===== config.mk =====
export PLATFORM = sky130hd
export DESIGN_NAME = reference_switchover_holdover
export DESIGN_NICKNAME = d
export VERILOG_FILES = /design/src/core/refswitch_pkg.sv /design/src/core/reference_switchover_holdover.sv
export SDC_FILE = /design/constraint.sdc
export NUM_CORES = 1
export LEC_CHECK = 0
export ABC_AREA = 1
export BUFFER_PORTS_ARGS = -buffer_cell sky130_fd_sc_hd__buf_4
export CELL_PAD_IN_SITES_DETAIL_PLACEMENT = 1
export CELL_PAD_IN_SITES_GLOBAL_PLACEMENT = 1
export CORE_MARGIN = 2
export CORE_UTILIZATION = 40
export CTS_CLUSTER_SIZE = 8
export DETAILED_ROUTE_END_ITERATION = 8
export MAX_ROUTING_LAYER = met4
export PLACE_DENSITY_LB_ADDON = 0.1
export SYNTH_ARGS = -nofsm -noshare
export SYNTH_HDL_FRONTEND = slang
export SYNTH_SLANG_ARGS = --single-unit

===== constraint.sdc =====
create_clock -name mclk -period 3.4 [get_ports mclk]
set_input_delay 0.85 -clock mclk [delete_from_list [all_inputs] [get_ports mclk]]
set_output_delay 0.85 -clock mclk [all_outputs]
set_load 0.01 [all_outputs]

===== src/core/refswitch_pkg.sv =====
// Constants and carrier types of the reference switchover and holdover block.
// Assumes a single 25 MHz system clock; every other rate is counted in it.
package refswitch_pkg;

	// System clock
	localparam int CLK_PERIOD_NS = 40;

	// Register word indices; byte address is four times the index
	localparam logic [9:0] IDX_RX_CFG  = 10'h01A;
	localparam logic [9:0] IDX_BUF_CFG = 10'h01B;
	localparam logic [9:0] IDX_MISC    = 10'h01C;
	localparam logic [9:0] IDX_POWER   = 10'h233;
	localparam logic [9:0] IDX_DIV_P   = 10'h020;
	localparam logic [9:0] IDX_DIV_S   = 10'h021;
	localparam logic [9:0] IDX_STATUS  = 10'h022;
	localparam logic [9:0] IDX_IRQ_ST  = 10'h023;
	localparam logic [9:0] IDX_IRQ_MSK = 10'h024;

	// Field positions
	localparam int RX_OSC_LO      = 0;
	localparam int RX_CMOS_P      = 5;
	localparam int RX_CMOS_S      = 6;
	localparam int BUF_PD_P       = 0;
	localparam int BUF_PD_S       = 1;
	localparam int MISC_MAN_SEL   = 3;
	localparam int MISC_USE_PIN   = 2;
	localparam int MISC_AUTO      = 5;
	localparam int MISC_REVERT    = 4;
	localparam int MISC_FORCE_MID = 6;
	localparam int MISC_INDEP_DIV = 7;
	localparam int PWR_LOOP_PD    = 2;

	// Reset values
	localparam logic [7:0] RX_CFG_RST  = 8'h00;
	localparam logic [7:0] BUF_CFG_RST = 8'h00;
	localparam logic [7:0] MISC_RST    = 8'h00;
	localparam logic [7:0] POWER_RST   = 8'h00;
	localparam logic [9:0] DIV_RST     = 10'h001;

	// Divider ratio bounds
	localparam logic [9:0] DIV_MIN = 10'h001;
	localparam logic [9:0] DIV_MAX = 10'h3FF;

	// Interrupt events
	localparam int IRQ_W      = 5;
	localparam int EV_LOST_P  = 0;
	localparam int EV_LOST_S  = 1;
	localparam int EV_SWITCH  = 2;
	localparam int EV_HOLD_IN = 3;
	localparam int EV_HOLD_EX = 4;

	localparam int WIN_W = 16;
	localparam int HIT_W = 4;

	typedef enum logic [1:0] {ON_PRIMARY, ON_SECONDARY, HOLDOVER} sw_state_t;

	typedef struct packed {
		logic [2:0] sync;
		logic       level;
		logic [9:0] divcnt;
		logic [WIN_W-1:0] win;
		logic       seen;
		logic [HIT_W-1:0] miss;
		logic [HIT_W-1:0] hit;
		logic       present;
	} ref_mon_t;

	typedef struct packed {
		logic       pd_diff;
		logic [1:0] pd_se;
		logic       pd_osc;
		logic [1:0] oscillator_tuning_output;
		logic       cp_tri;
		logic       cp_mid;
		logic       active_sec;
		logic       holdover;
		logic       resync;
		logic       irq;
	} pins_t;

	typedef struct packed {
		ref_mon_t [1:0] mon;
		logic [2:0]  sel_sync;
		logic        sel_level;
		sw_state_t   state;
		logic [7:0]  rx_cfg;
		logic [7:0]  buf_cfg;
		logic [7:0]  misc;
		logic [7:0]  power;
		logic [9:0]  div_p;
		logic [9:0]  div_s;
		logic [IRQ_W-1:0] irq_st;
		logic [IRQ_W-1:0] irq_msk;
		logic        waitreq;
		logic [31:0] rdata;
		pins_t       pins;
	} state_t;

endpackage : refswitch_pkg


===== src/core/reference_switchover_holdover.sv =====
// Input-loop reference control: dividers, presence monitor, switchover,
// holdover charge-pump control, receiver power gating, Avalon-MM registers.
// Assumes reference clocks and the select pin are asynchronous to mclk and
// slow enough (under mclk/4) to be sampled and edge-detected here.
//
// What this block does
// - Differential receiver off when both inputs are CMOS or input loop powered down.
// - Single-ended buffer off on loop down, own power-down or differential.
// - Secondary divider uses primary ratio unless independent division set.
// - Dedicated fields select CMOS mode; otherwise inputs are differential.
// - Oscillator receiver: two-bit control; feeds feedback divider, doubler.
// - Oscillator receiver powered down while input-loop power-down bit set.
// - Each reference has its own integer divider, ratio 1 to 1023.
// - Presence monitor watches divided references and steers switchover.
// - Manual selection by register bit or by the select pin.
// - Auto mode moves to secondary when primary lost and secondary present.
// - Nonrevertive keeps secondary; back to primary only if secondary lost.
// - Revertive returns to primary as soon as primary comes back.
// - Holdover when neither reference present; loop runs from oscillator.
// - Holdover tristates charge pump unless forced mid-supply configured.
// - Leave holdover when a reference returns; resynchronise to it in auto mode, to the selected reference in manual mode.
// - Configuration bit forces charge pump to half supply during holdover.
// - In auto mode a lone present reference becomes active; the other is backup.
//
// The implementer's own choices: the placing of the registers and the Avalon-MM interface to the registers.
`timescale 1ns/1ps

module reference_switchover_holdover #(
	parameter int WINDOW_CYCLES = 16384,
	parameter int EDGE_COUNT    = 4
) (
	// Clock and reset
	input  wire logic        mclk,
	input  wire logic        rst_n,
	// Avalon-MM slave
	input  wire logic [11:0] address,
	input  wire logic        read,
	input  wire logic        write,
	input  wire logic [31:0] writedata,
	input  wire logic [3:0]  byteenable,
	output logic      [31:0] readdata,
	output logic             waitrequest,
	// Reference clocks and select pin
	input  wire logic        primary_reference_input,
	input  wire logic        secondary_reference_input,
	input  wire logic        ref_select_pin,
	// Receiver power and oscillator receiver control
	output logic             diff_rx_pd,
	output logic [1:0]       se_buf_pd,
	output logic             osc_rx_pd,
	output logic [1:0]       osc_rx_ctrl,
	// Charge pump and loop status
	output logic             cp_tristate,
	output logic             cp_midsupply,
	output logic             active_secondary,
	output logic             holdover,
	output logic             loop_resync,
	output logic             irq
);

	// Window counter is WIN_W bits wide, hit and miss counters HIT_W bits
	if (WINDOW_CYCLES < 16 || WINDOW_CYCLES > 65535)
	begin : g_bad_window
		$error("WINDOW_CYCLES out of range");
	end
	if (EDGE_COUNT < 1 || EDGE_COUNT > 15)
	begin : g_bad_edges
		$error("EDGE_COUNT out of range");
	end

	localparam logic [refswitch_pkg::WIN_W-1:0] WIN_LAST =
		refswitch_pkg::WIN_W'(WINDOW_CYCLES - 1);
	localparam logic [refswitch_pkg::HIT_W-1:0] EDGES =
		refswitch_pkg::HIT_W'(EDGE_COUNT);

	refswitch_pkg::state_t s_reg;
	refswitch_pkg::state_t s_next;

	logic [1:0] ref_in;
	assign ref_in = {secondary_reference_input, primary_reference_input};

	always_comb
	begin
		logic [9:0]  ratio [2];
		logic [1:0]  rise;
		logic [1:0]  dedge;
		logic [1:0]  pres;
		logic [1:0]  lost;
		logic        sel_sec;
		logic        auto_mode;
		logic        req;
		logic        acc;
		logic [9:0]  idx;
		logic [31:0] wmask;
		logic [31:0] rd;
		logic [refswitch_pkg::IRQ_W-1:0] ev;
		logic [refswitch_pkg::IRQ_W-1:0] clr;
		refswitch_pkg::sw_state_t nst;

		s_next = s_reg;
		ev = '0;
		clr = '0;
		rise = '0;
		dedge = '0;
		lost = '0;
		rd = 32'h0000_0000;
		ratio[0] = refswitch_pkg::DIV_MIN;
		ratio[1] = refswitch_pkg::DIV_MIN;
		pres = 2'b00;
		sel_sec = 1'b0;
		auto_mode = 1'b0;
		req = 1'b0;
		acc = 1'b0;
		idx = 10'h000;
		wmask = 32'h0000_0000;
		nst = s_reg.state;

		// Ratio 0 is not legal; treat as divide by one
		ratio[0] = (s_reg.div_p < refswitch_pkg::DIV_MIN) ?
			refswitch_pkg::DIV_MIN : s_reg.div_p;
		ratio[1] = s_reg.misc[refswitch_pkg::MISC_INDEP_DIV] ?
			s_reg.div_s : s_reg.div_p;
		if (ratio[1] < refswitch_pkg::DIV_MIN)
			ratio[1] = refswitch_pkg::DIV_MIN;

		for (int i = 0; i < 2; i++)
		begin
			s_next.mon[i].sync = {s_reg.mon[i].sync[1:0], ref_in[i]};
			if (s_reg.mon[i].sync[1] == s_reg.mon[i].sync[2]
				&& s_reg.mon[i].sync[2] != s_reg.mon[i].level)
			begin
				s_next.mon[i].level = s_reg.mon[i].sync[2];
				rise[i] = s_reg.mon[i].sync[2];
			end
			// Dedicated integer divider per reference
			if (rise[i])
			begin
				if (s_reg.mon[i].divcnt >= ratio[i] - 10'h001)
				begin
					s_next.mon[i].divcnt = 10'h000;
					dedge[i] = 1'b1;
				end
				else
					s_next.mon[i].divcnt = s_reg.mon[i].divcnt + 10'h001;
			end
			// Monitor looks at divided edges, one verdict per window
			if (dedge[i])
				s_next.mon[i].seen = 1'b1;
			if (s_reg.mon[i].win == WIN_LAST)
			begin
				s_next.mon[i].win = '0;
				s_next.mon[i].seen = dedge[i];
				if (s_reg.mon[i].seen || dedge[i])
				begin
					s_next.mon[i].miss = '0;
					if (s_reg.mon[i].hit + 4'h1 >= EDGES)
						s_next.mon[i].present = 1'b1;
					else
						s_next.mon[i].hit = s_reg.mon[i].hit + 4'h1;
				end
				else
				begin
					s_next.mon[i].hit = '0;
					if (s_reg.mon[i].miss + 4'h1 >= EDGES)
					begin
						s_next.mon[i].present = 1'b0;
						lost[i] = s_reg.mon[i].present;
					end
					else
						s_next.mon[i].miss = s_reg.mon[i].miss + 4'h1;
				end
			end
			else
				s_next.mon[i].win = s_reg.mon[i].win + 16'h0001;
		end
		ev[refswitch_pkg::EV_LOST_P] = lost[0];
		ev[refswitch_pkg::EV_LOST_S] = lost[1];

		// Select pin: stable once second and third stages agree
		s_next.sel_sync = {s_reg.sel_sync[1:0], ref_select_pin};
		if (s_reg.sel_sync[1] == s_reg.sel_sync[2])
			s_next.sel_level = s_reg.sel_sync[2];

		// Switchover control
		pres = {s_reg.mon[1].present, s_reg.mon[0].present};
		auto_mode = s_reg.misc[refswitch_pkg::MISC_AUTO];
		sel_sec = s_reg.misc[refswitch_pkg::MISC_USE_PIN] ?
			s_reg.sel_level : s_reg.misc[refswitch_pkg::MISC_MAN_SEL];
		nst = s_reg.state;
		if (pres == 2'b00)
			nst = refswitch_pkg::HOLDOVER;
		else if (!auto_mode)
			nst = sel_sec ? refswitch_pkg::ON_SECONDARY :
				refswitch_pkg::ON_PRIMARY;
		else
		begin
			unique case (s_reg.state)
				refswitch_pkg::ON_PRIMARY:
					if (!pres[0])
						nst = refswitch_pkg::ON_SECONDARY;
				refswitch_pkg::ON_SECONDARY:
					if (!pres[1])
						nst = refswitch_pkg::ON_PRIMARY;
					else if (s_reg.misc[refswitch_pkg::MISC_REVERT]
						&& pres[0])
						nst = refswitch_pkg::ON_PRIMARY;
				refswitch_pkg::HOLDOVER:
					nst = pres[0] ? refswitch_pkg::ON_PRIMARY :
						refswitch_pkg::ON_SECONDARY;
				default:
					nst = refswitch_pkg::HOLDOVER;
			endcase
		end
		s_next.state = nst;
		ev[refswitch_pkg::EV_SWITCH] = (nst != s_reg.state)
			&& nst != refswitch_pkg::HOLDOVER
			&& s_reg.state != refswitch_pkg::HOLDOVER;
		ev[refswitch_pkg::EV_HOLD_IN] = nst == refswitch_pkg::HOLDOVER
			&& s_reg.state != refswitch_pkg::HOLDOVER;
		ev[refswitch_pkg::EV_HOLD_EX] = nst != refswitch_pkg::HOLDOVER
			&& s_reg.state == refswitch_pkg::HOLDOVER;

		// Avalon-MM: one wait cycle, then a single accept cycle
		req = read || write;
		acc = req && !s_reg.waitreq;
		idx = address[11:2];
		for (int b = 0; b < 4; b++)
			wmask[b*8 +: 8] = {8{byteenable[b]}};
		unique case (idx)
			refswitch_pkg::IDX_RX_CFG:  rd[7:0] = s_reg.rx_cfg;
			refswitch_pkg::IDX_BUF_CFG: rd[7:0] = s_reg.buf_cfg;
			refswitch_pkg::IDX_MISC:    rd[7:0] = s_reg.misc;
			refswitch_pkg::IDX_POWER:   rd[7:0] = s_reg.power;
			refswitch_pkg::IDX_DIV_P:   rd[9:0] = s_reg.div_p;
			refswitch_pkg::IDX_DIV_S:   rd[9:0] = s_reg.div_s;
			refswitch_pkg::IDX_STATUS:
				rd[3:0] = {s_reg.pins.holdover, s_reg.pins.active_sec,
					pres};
			refswitch_pkg::IDX_IRQ_ST:  rd[4:0] = s_reg.irq_st;
			refswitch_pkg::IDX_IRQ_MSK: rd[4:0] = s_reg.irq_msk;
			default:                    rd = 32'h0000_0000;
		endcase
		s_next.waitreq = !(req && s_reg.waitreq);
		if (req && s_reg.waitreq)
			s_next.rdata = rd;
		if (acc && write)
		begin
			unique case (idx)
				refswitch_pkg::IDX_RX_CFG: s_next.rx_cfg =
					(s_reg.rx_cfg & ~wmask[7:0]) | (writedata[7:0] & wmask[7:0]);
				refswitch_pkg::IDX_BUF_CFG: s_next.buf_cfg =
					(s_reg.buf_cfg & ~wmask[7:0]) | (writedata[7:0] & wmask[7:0]);
				refswitch_pkg::IDX_MISC: s_next.misc =
					(s_reg.misc & ~wmask[7:0]) | (writedata[7:0] & wmask[7:0]);
				refswitch_pkg::IDX_POWER: s_next.power =
					(s_reg.power & ~wmask[7:0]) | (writedata[7:0] & wmask[7:0]);
				refswitch_pkg::IDX_DIV_P: s_next.div_p =
					(s_reg.div_p & ~wmask[9:0]) | (writedata[9:0] & wmask[9:0]);
				refswitch_pkg::IDX_DIV_S: s_next.div_s =
					(s_reg.div_s & ~wmask[9:0]) | (writedata[9:0] & wmask[9:0]);
				refswitch_pkg::IDX_IRQ_MSK:
					if (byteenable[0])
						s_next.irq_msk = writedata[4:0];
				default: ;
			endcase
		end
		// Clear only what was returned; a same-cycle event still sets
		if (acc && read && idx == refswitch_pkg::IDX_IRQ_ST)
			clr = s_reg.rdata[4:0];
		s_next.irq_st = (s_reg.irq_st & ~clr) | ev;

		// Pins
		s_next.pins.pd_diff = s_reg.power[refswitch_pkg::PWR_LOOP_PD]
			|| (s_reg.rx_cfg[refswitch_pkg::RX_CMOS_P]
			&& s_reg.rx_cfg[refswitch_pkg::RX_CMOS_S]);
		s_next.pins.pd_se[0] = s_reg.power[refswitch_pkg::PWR_LOOP_PD]
			|| s_reg.buf_cfg[refswitch_pkg::BUF_PD_P]
			|| !s_reg.rx_cfg[refswitch_pkg::RX_CMOS_P];
		s_next.pins.pd_se[1] = s_reg.power[refswitch_pkg::PWR_LOOP_PD]
			|| s_reg.buf_cfg[refswitch_pkg::BUF_PD_S]
			|| !s_reg.rx_cfg[refswitch_pkg::RX_CMOS_S];
		s_next.pins.pd_osc = s_reg.power[refswitch_pkg::PWR_LOOP_PD];
		s_next.pins.oscillator_tuning_output =
			s_reg.rx_cfg[refswitch_pkg::RX_OSC_LO +: 2];
		s_next.pins.holdover = s_reg.state == refswitch_pkg::HOLDOVER;
		s_next.pins.cp_tri = s_next.pins.holdover
			&& !s_reg.misc[refswitch_pkg::MISC_FORCE_MID];
		s_next.pins.cp_mid = s_next.pins.holdover
			&& s_reg.misc[refswitch_pkg::MISC_FORCE_MID];
		if (!s_next.pins.holdover)
			s_next.pins.active_sec =
				s_reg.state == refswitch_pkg::ON_SECONDARY;
		s_next.pins.resync = s_reg.pins.holdover
			&& !s_next.pins.holdover;
		s_next.pins.irq = |(s_reg.irq_st & s_reg.irq_msk);
	end

	always_ff @(posedge mclk)
	begin
		if (!rst_n)
		begin
			s_reg <= '0;
			s_reg.state <= refswitch_pkg::HOLDOVER;
			s_reg.rx_cfg <= refswitch_pkg::RX_CFG_RST;
			s_reg.buf_cfg <= refswitch_pkg::BUF_CFG_RST;
			s_reg.misc <= refswitch_pkg::MISC_RST;
			s_reg.power <= refswitch_pkg::POWER_RST;
			s_reg.div_p <= refswitch_pkg::DIV_RST;
			s_reg.div_s <= refswitch_pkg::DIV_RST;
			s_reg.waitreq <= 1'b1;
			s_reg.pins.holdover <= 1'b1;
			s_reg.pins.cp_tri <= 1'b1;
		end
		else
			s_reg <= s_next;
	end

	assign readdata         = s_reg.rdata;
	assign waitrequest      = s_reg.waitreq;
	assign diff_rx_pd       = s_reg.pins.pd_diff;
	assign se_buf_pd        = s_reg.pins.pd_se;
	assign osc_rx_pd        = s_reg.pins.pd_osc;
	assign osc_rx_ctrl      = s_reg.pins.oscillator_tuning_output;
	assign cp_tristate      = s_reg.pins.cp_tri;
	assign cp_midsupply     = s_reg.pins.cp_mid;
	assign active_secondary = s_reg.pins.active_sec;
	assign holdover         = s_reg.pins.holdover;
	assign loop_resync      = s_reg.pins.resync;
	assign irq              = s_reg.pins.irq;

	logic loop_pd;
	logic force_mid;
	logic both_absent;
	assign loop_pd = s_reg.power[refswitch_pkg::PWR_LOOP_PD];
	assign force_mid = s_reg.misc[refswitch_pkg::MISC_FORCE_MID];
	assign both_absent = !s_reg.mon[0].present && !s_reg.mon[1].present;
endmodule : reference_switchover_holdover


==> results of run 1 <==
Yosys cell counts, drive strengths merged:
master	count
or2	3
nor4	2
buf	52
dfxtp	171
nand3	65
a21o	4
nor2	146
a31oi	3
o21ai	113
and3	2
nand2	201
o22ai	11
ha	30
o31ai	1
o221ai	1
nand4	22
clkbuf	11
or3	2
a22o	1
nand3b	2
xor2	24
xnor2	7
conb	1
o21a	4
a221oi	1
o211ai	2
a21oi	96
inv	195
o41ai	1
nor3b	7
nor3	28
a211oi	3
worst min path at each step:
stage,slack (ps),endpoint,start,cells past startpoint
CTS,430,s_next[192],s_next[191],2
floorplan,390,s_next[112],s_next[111],2
detailed placement,410,s_next[112],s_next[111],2
global route,440,s_next[152],s_next[151],2
finish,420,s_next[192],s_next[191],2
global placement,390,s_next[112],s_next[111],2
report_power, final:
group | internal [mW] | switching [mW] | total (mW)
combinational | 0.0606 | 0.135 | 0.196
clock | 1.03 | 0.885 | 1.91
sequential | 2.02 | 0.00904 | 2.03
stage by stage:
step           setup slack (ps)  power [mW]  instance area (sq um)  TNS, ps  std cells
6_report                  279.3       4.134                   9888        0       1544
5_1_grt                  -6.803       4.303                   9888   -11.54       1544
4_1_cts                   32.35       4.189                   9798        0       1544
3_5_place_dp              5.812       2.270                   9230        0       1513
3_3_place_gp              64.02       2.266                   9230        0       1513
2_1_floorplan             475.0       2.208                   8781        0       1233
routing by layer:
layer,track usage,routed length [um]
met1,0.2745,10990
met2,0.3382,10690
met3,0.03832,727
met4,0.04120,165
met5,-,0
final cells by class:
type | instances | area (sq um) | share of cell area
flip-flops and latches | 171 | 3425 | 0.3463
clock buffers | 17 | 425.4 | 0.04302
well taps | 275 | 344.1 | 0.03480
clock inverters | 14 | 137.6 | 0.01392
repair buffers | 68 | 526.8 | 0.05327
multi-input cells | 804 | 4298 | 0.4346
inverters | 195 | 732.0 | 0.07402
kinds of logic after synthesis:
| kind of cell | count (synthesis) | share of synthesized area |
|---|---|---|
| DFF | 171 | 0.3934 |
| buffers and inverters | 258 | 0.1321 |
| AOI/OAI and AO/OA | 241 | 0.1481 |
| adders and majority gates | 30 | 0.04313 |
| xor gates and xnor gates | 31 | 0.03120 |
| other | 1 | 0.0004309 |
| and+or+nand+nor | 480 | 0.2516 |
critical path, delay by kind of cell (launching register included):
| kind | cells | cell delay [ps] |
|---|---|---|
| compound gates | 1 | 80 |
| fa+ha+maj | 2 | 420 |
| flops | 1 | 330 |
| simple gates | 18 | 1410 |
| xor+xnor | 1 | 180 |
| buf+inv | 6 | 560 |
what timing repair did:
item,in CTS,in global routing
gates cloned,0,0
setup endpoints to repair,3,26
hold buffers,0,0
gates resized for setup,3,25
pin swaps,0,11
==> results.tsv, run 1 <==
stage	metric	value	unit
cts	clk_latency	430	ps
detailed_routing	wl_per_cell	14.62	um
detailed_routing	first_pass_iters	4	
final_layout	layout_commonest_cell	nand2_1	
cts	path_clk_slew	70	ps
detailed_routing	drt-total-wl	22570	um
worst_setup_path	worst_r2r_path_depth	28	
place	place.gp.congestion	0.8015	
grt	grt.total_usage	0.2084	
final_layout	diodes	0	
floorplan	rows	53	
cts	cts_made_buffers	17	
final_layout	nNetsFinal	1342	
final_layout	area_delta_synth_final	13.63	%
detailed_routing	vias_per_cell	4.986	
yosys	yosysWarnings	0	
floorplan	start_util	0.4114	
worst_setup_path	cp_max_fo	14	
final_layout	fin_util	0.4674	
worst_setup_path	critPathSlowestCell	dfxtp_2	
cts	cts_tree	done	
sta	max_freq	0.3204	GHz
final_layout	final_layout_size_suffix_gt1_frac	0.1269	
grt	grt_max_degree	42	
yosys	synth_area_leaders	dfxtp_1 39%, nand2_1 8.5%, inv_1 8.0%	
worst_setup_path	r2r_end	s_reg[158]	
detailed_routing	drc	0	
detailed_routing	drt_iter0_markers	290	
grt	grt_pass1_wl	36730	um
worst_setup_path	cp_data_required_time	3710	ps
yosys	yosys.area.top_type	dfxtp_1	
worst_setup_path	crit_type	reg2reg	
floorplan	die_y	151.5	um
yosys	avgSynthCellArea	7.180	sq um
final_layout	num-fill-cells	2724	
run_status	status	finished clean	
yosys	ys_ff_latch	171	
worst_setup_path	r2r_slack	280	ps
grt	overflow	0	
detailed_routing	dr_total_vias	7699	
worst_setup_path	endpoint	s_reg[158]	
worst_setup_path	crit_path_frequent_cell	nand2_1	
yosys	yosys.cell_types.count	48	
grt	grt_antenna_before_repair	0	
yosys	ys_seq_area_frac	0.3934	
sta	clock_skew	15.36	ps
worst_setup_path	crit_path_end_kind	register	
worst_setup_path	cp_data_arrival_time	3440	ps
sta	finalSetupViolCount	0	
cts	cts.sinks	171	
sta	fin_crit_sh	0.9179	
run	drv_cap	0	
power	peakVddDrop	0.3088	mV
power	power_density	418.1	nW/um^2
sta	hold_viol_final	0	
hold_path	min_path_type	reg2reg	
place	portBuffers	51	
yosys	netlist_instances	1212	
yosys	synth.top_cell.area_share	0.3934	
sta	finalMaxSlewViolations	0	
cts	cts_buffer_depth	2	
final_layout	layout_common_cells	188 x nand2_1, 185 x inv_1, 170 x dfxtp_1, 132 x nor2_1, 96 x o21ai_0	
detailed_routing	ant_nets	0	
yosys	syn_area	8702	sq um
sta	hold_slack	419.4	ps
power	total_leakage_power	4.137	nW
floorplan	die-area	22950	sq um
grt	grt_pass1_vias	7391	
sta	min_period	3121	ps
cts	htreeDepth	4	
floorplan	core	21150	sq um
sta	slew_headroom	0.5752	
worst_setup_path	critPathMaxStageDelay	330	ps
floorplan	die_width	151.5	um
floorplan	io_pins	100	
cts	cts_root_buf	clkbuf_16	
worst_setup_path	startpoint_type	register	
sta	tightest_slew	635.3	ps
cts	post-cts-setup-buffer-count	0	
place	hpwl	16870	um
No activity file was read; power rests on OpenSTA's default activity.
==> inputs of run 2 (changes only) <==
--- a/config.mk
+++ b/config.mk
@@ -7,10 +7,11 @@
 export LEC_CHECK = 0
 export ABC_AREA = 1
 export BUFFER_PORTS_ARGS = -buffer_cell sky130_fd_sc_hd__buf_4
-export CELL_PAD_IN_SITES_DETAIL_PLACEMENT = 1
-export CELL_PAD_IN_SITES_GLOBAL_PLACEMENT = 1
+export CAP_MARGIN = 20
+export CELL_PAD_IN_SITES_DETAIL_PLACEMENT = 0
+export CELL_PAD_IN_SITES_GLOBAL_PLACEMENT = 2
 export CORE_MARGIN = 2
-export CORE_UTILIZATION = 40
+export CORE_UTILIZATION = 33
 export CTS_CLUSTER_SIZE = 8
 export DETAILED_ROUTE_END_ITERATION = 8
 export MAX_ROUTING_LAYER = met4
==> results.tsv, run 2 (synthesis gave the netlist of run 1 again) <==
stage	metric	value	unit
detailed_routing	ant_nets	0	
place	hpwl	16830	um
power	p_comb_frac	0.047	
power	p_sw_frac	0.2659	
worst_setup_path	critPathSlowestCell	dfxtp_2	
final_layout	diodes	0	
hold_path	min_path_type	reg2reg	
detailed_routing	drt-total-wl	22760	um
final_layout	multi_input_area	4289	sq um
power	total_leakage_power	4.185	nW
detailed_routing	drt_iter0_markers	417	
sta	tightest_slew	628.2	ps
power	pwr-share-clk	0.467	
cts	clk_latency	440	ps
detailed_routing	wl_per_cell	14.11	um
grt	overflow	0	
grt	grtUsageMet3	0.02622	
cts	cts.sinks	171	
sta	min_period	3089	ps
final_layout	nNetsFinal	1350	
grt	grt_antenna_before_repair	0	
place	place.gp.congestion	0.7977	
sta	clock_skew	14.13	ps
sta	fin_crit_sh	0.9085	
sta	finalSetupViolCount	0	
grt	grt_pass1_wl	36890	um
detailed_routing	vias_per_cell	4.559	
cts	cts_root_buf	clkbuf_16	
floorplan	rows	59	
final_layout	final_layout_size_suffix_gt1_frac	0.1307	
floorplan	core	25980	sq um
worst_setup_path	startpoint_type	register	
run_status	status	finished clean	
final_layout	layout_commonest_cell	nand2_1	
power	p_int	3.066	mW
grt	grt_use_met2	0.2567	
power	power_density	415.7	nW/um^2
power	pwr-share-seq	0.485	
cts	cts_tree	done	
grt	use_met1	0.2398	
final_layout	fin_util	0.3867	
final_layout	layout_common_cells	189 x nand2_1, 185 x inv_1, 169 x dfxtp_1, 132 x nor2_1, 95 x a21oi_1	
power	p_total	4.177	mW
cts	htreeDepth	4	
cts	cts_buffer_depth	2	
hold_path	worstHoldStart	s_next[191]	
run	drv_cap	0	
cts	path_clk_slew	80	ps
sta	max_freq	0.3237	GHz
worst_setup_path	crit_type	reg2reg	
grt	grt_max_degree	100	
worst_setup_path	cp_data_required_time	3730	ps
worst_setup_path	critPathMaxStageDelay	330	ps
detailed_routing	drc	0	
cts	hold_buffers	0	
grt	busiest_layer	met2	
floorplan	die_width	166.4	um
power	p_sw	1.111	mW
grt	grt.total_usage	0.1706	
power	peakVddDrop	0.2799	mV
floorplan	start_util	0.3349	
worst_setup_path	cp_data_arrival_time	3420	ps
detailed_routing	first_pass_iters	5	
place	portBuffers	51	
worst_setup_path	crit_path_end_kind	register	
sta	slew_headroom	0.5799	
final_layout	num-fill-cells	2845	
floorplan	die-area	27690	sq um
final_layout	area_delta_synth_final	15.48	%
cts	cts_made_buffers	17	
sta	finalMaxSlewViolations	0	
worst_setup_path	cp_max_fo	10	
floorplan	io_pins	100	
grt	grt_pass1_vias	6797	
floorplan	die_y	166.4	um
final_layout	seqCellArea	3426	sq um
detailed_routing	dr_total_vias	7353	
sta	hold_viol_final	0	
-- run 2: changes by cell type in the layout (fill, tap and decap cells not counted), sizes merged --
cell | before | now
clkinvlp | 1 | 2
clkbuf | 17 | 18
bufinv | 1 | 0
buf | 68 | 76
-- run 2: final cells by class --
class,count,area share
flip-flops and latches,171,0.3409
repair buffers,76,0.05964
clock buffers,18,0.04270
multi-input cells,804,0.4268
inverters,195,0.07283
clock inverters,14,0.01544
well taps,335,0.04171
-- run 2: stage by stage --
step / worst slack, ps / std cells / hold WS [ps] / TNS (ps) / area, sq um
after global routing: -6.510 / 1613 / 440.9 / -6.510 / 10050
final: 311.1 / 1613 / 413.9 / 0 / 10050
after detailed placement: -50.87 / 1580 / 400.2 / -102.5 / 9370
after floorplan: 475.0 / 1233 / 390.5 / 0 / 8781
after global placement: 2.802 / 1580 / 397.7 / 0 / 9370
after CTS: 22.35 / 1612 / 418.4 / 0 / 9962
-- run 2: metal layers --
metal,vias to the layer above,routed length (um)
met5,-,0
met3,12,679
met1,3295,11900
met4,0,202
li1,3957,-
met2,89,9979
-- run 2: power groups by stage --
stage | clock, mW | sequential (mW) | combinational, mW
3_5_place_dp | 0 | 2.07 | 0.200
2_1_floorplan | 0 | 2.07 | 0.135
6_report | 1.95 | 2.03 | 0.198
4_1_cts | 2.02 | 2.03 | 0.200
3_3_place_gp | 0 | 2.07 | 0.199
5_1_grt | 2.10 | 2.03 | 0.222
-- run 2: critical path: cells and delay by family, from the launching register on --
family | cells | cell delay [ps]
buffers and inverters | 5 | 530
AO/OA/AOI/OAI | 2 | 210
adder cells (fa/ha/maj) | 2 | 380
AND/OR/NAND/NOR | 15 | 1370
XOR/XNOR | 1 | 140
flip-flops | 1 | 330
-- run 2: final timing paths --
kind | to | slack [ps] | depth (start not counted)
setup / recovery | s_reg[158] | 310 | 25
hold / removal | s_next[192] | 410 | 2
setup reg to reg | s_reg[158] | 310 | 25
hold reg to reg | s_next[192] | 410 | 2
-- run 2: what timing repair did --
action                     4_1_cts  5_1_grt
setup endpoints to repair        6       32
buffers inserted                 0        1
pin swaps                        0        7
hold endpoints to repair         0        0
resized for setup                3       28
==> inputs of run 3 (changes only) <==
--- a/config.mk
+++ b/config.mk
@@ -10,7 +10,7 @@
 export CAP_MARGIN = 20
 export CELL_PAD_IN_SITES_DETAIL_PLACEMENT = 0
 export CELL_PAD_IN_SITES_GLOBAL_PLACEMENT = 2
-export CORE_MARGIN = 2
+export CORE_ASPECT_RATIO = 0.6
 export CORE_UTILIZATION = 33
 export CTS_CLUSTER_SIZE = 8
 export DETAILED_ROUTE_END_ITERATION = 8
==> constraint.sdc (replaced) <==
create_clock -name mclk -period 3.4 [get_ports mclk]
set_input_delay 0.85 -clock mclk [delete_from_list [all_inputs] [get_ports mclk]]
set_output_delay 0.85 -clock mclk [all_outputs]
set_load 0.05 [all_outputs]
==> results.tsv, run 3 (synthesis gave the netlist of run 1 again) <==
stage	metric	value	unit
run_status	status	finished clean	
worst_setup_path	startpoint_type	register	
sta	clock_skew	10.69	ps
detailed_routing	drt_iter0_markers	536	
final_layout	nNetsFinal	1358	
cts	cts_root_buf	clkbuf_16	
grt	grt_antenna_before_repair	0	
worst_setup_path	cp_data_arrival_time	3470	ps
worst_setup_path	r2r_slack	300	ps
sta	max_freq	0.3225	GHz
floorplan	core	25560	sq um
final_layout	final_layout_size_suffix_gt1_frac	0.1384	
sta	slew_headroom	0.5488	
sta	hold_viol_final	0	
worst_setup_path	critPathSlowestCell	dfxtp_4	
floorplan	start_util	0.3404	
grt	overflow	0	
grt	grt_pass1_vias	6757	
sta	timing.final.ws_setup	298.9	ps
final_layout	layout_commonest_cell	nand2_1	
sta	min_period	3101	ps
sta	finalSetupViolCount	0	
cts	cts_buffer_depth	2	
hold_path	min_path_type	reg2reg	
cts	clk_latency	440	ps
detailed_routing	dr_total_vias	7487	
sta	rsz0062_at_grt	false	
cts	htreeDepth	4	
worst_setup_path	crit_path_frequent_cell	nand2_2	
floorplan	io_pins	100	
sta	tightest_slew	676.1	ps
detailed_routing	drt-total-wl	23530	um
power	peakVddDrop	0.2739	mV
grt	grt_max_degree	46	
cts	cts_tree	done	
worst_setup_path	critPathMaxStageDelay	380	ps
worst_setup_path	path_cells	buf_8 > o21ai_0 > nor3_1 > nand2_1 > nand2_2 > inv_2 > ha_1 > nand2_2 > nor3_2 > xnor2_1 > ha_1 > nand2_1 > a21oi_1 > nor2_1 > nand3_2 > nand2_2 > nand3b_1 > inv_1 > nand3_2 > a21oi_1	
detailed_routing	ant_nets	0	
cts	cts.sinks	171	
detailed_routing	wl_per_cell	14.37	um
place	place_ws	-18.68	ps
place	portBuffers	51	
grt	grt.total_usage	0.1888	
cts	hold_buffers	0	
sta	fin_crit_sh	0.9121	
floorplan	rows	45	
final_layout	area_delta_synth_final	15.73	%
grt	grt_pass1_wl	37650	um
cts	path_clk_slew	70	ps
sta	finalMaxSlewViolations	0	
power	total_leakage_power	4.209	nW
worst_setup_path	crit_type	reg2reg	
worst_setup_path	crit_buf_inv	3	
floorplan	die-area	27040	sq um
detailed_routing	vias_per_cell	4.571	
worst_setup_path	cp_data_required_time	3770	ps
detailed_routing	first_pass_iters	5	
place	place.gp.congestion	0.8188	
run	drv_cap	0	
worst_setup_path	cp_top_family	simple AND/OR/NAND/NOR gates	
worst_setup_path	cp_max_fo	13	
sta	hold_slack	418.0	ps
final_layout	fin_util	0.3940	
final_layout	diodes	0	
worst_setup_path	crit_path_end_kind	register	
final_layout	layout_common_cells	188 x nand2_1, 184 x inv_1, 167 x dfxtp_1, 132 x nor2_1, 97 x o21ai_0	
power	power_density	416.5	nW/um^2
floorplan	die_y	127.8	um
detailed_routing	drc	0	
place	hpwl	18000	um
final_layout	num-fill-cells	2794	
floorplan	die_width	211.6	um
cts	cts_made_buffers	17	
## run 3: path summary, 6_finish.rpt
| kind | cells past startpoint | to | from |
|---|---|---|---|
| setup / recovery | 20 | s_reg[51] | register |
| hold / removal | 2 | s_next[152] | s_next[151] |
| setup reg to reg | 20 | s_reg[51] | register |
| hold reg to reg | 2 | s_next[152] | s_next[151] |
## run 3: layer usage
layer / global-route usage / vias to the layer above / part of all wire
met3: 0.03626 / 9 / 0.052
li1: - / 3975 / -
met4: 0.04731 / 0 / 0.0065
met2: 0.2183 / 144 / 0.35
met1: 0.3105 / 3359 / 0.59
met5: - / - / 0
## run 3: layout make-up
| type | count | area (sq um) | area share |
|---|---|---|---|
| clock buffer | 23 | 467.9 | 0.04647 |
| timing repair buffer | 84 | 638.1 | 0.06336 |
| inverter | 195 | 732.0 | 0.07268 |
| clock inverter | 9 | 87.58 | 0.008697 |
| sequential | 171 | 3431 | 0.3407 |
| tap | 352 | 440.4 | 0.04373 |
| multi-input combinational | 804 | 4274 | 0.4244 |
## run 3: where the power goes
| part | switching [mW] | internal [mW] | leakage (nW) |
|---|---|---|---|
| sequential | 0.00912 | 2.02 | 1.38 |
| clock | 0.852 | 1.05 | 0.272 |
| combinational | 0.198 | 0.0637 | 2.55 |
## run 3: per-stage QoR
stage / total power, mW / std cells / area (sq um) / TNS [ps]
final: 4.195 / 1638 / 10070 / 0
after global routing: 4.383 / 1638 / 10070 / 0
after CTS: 4.258 / 1637 / 9983 / 0
after detailed placement: 2.336 / 1605 / 9427 / -18.68
after global placement: 2.336 / 1605 / 9427 / -11.74
after floorplan: 2.271 / 1233 / 8781 / 0
## run 3: tightest hold or removal path: stages (launching register included)
cell	delay, ps
dfxtp_1	310
nand2_1	50
inv_1	40
## run 3: repair_timing
item,in CTS,in global routing
gates cloned,0,0
hold endpoints to repair,0,0
resized for setup,1,28
setup buffers,0,1
setup endpoints to repair,1,40
pin swaps,0,5
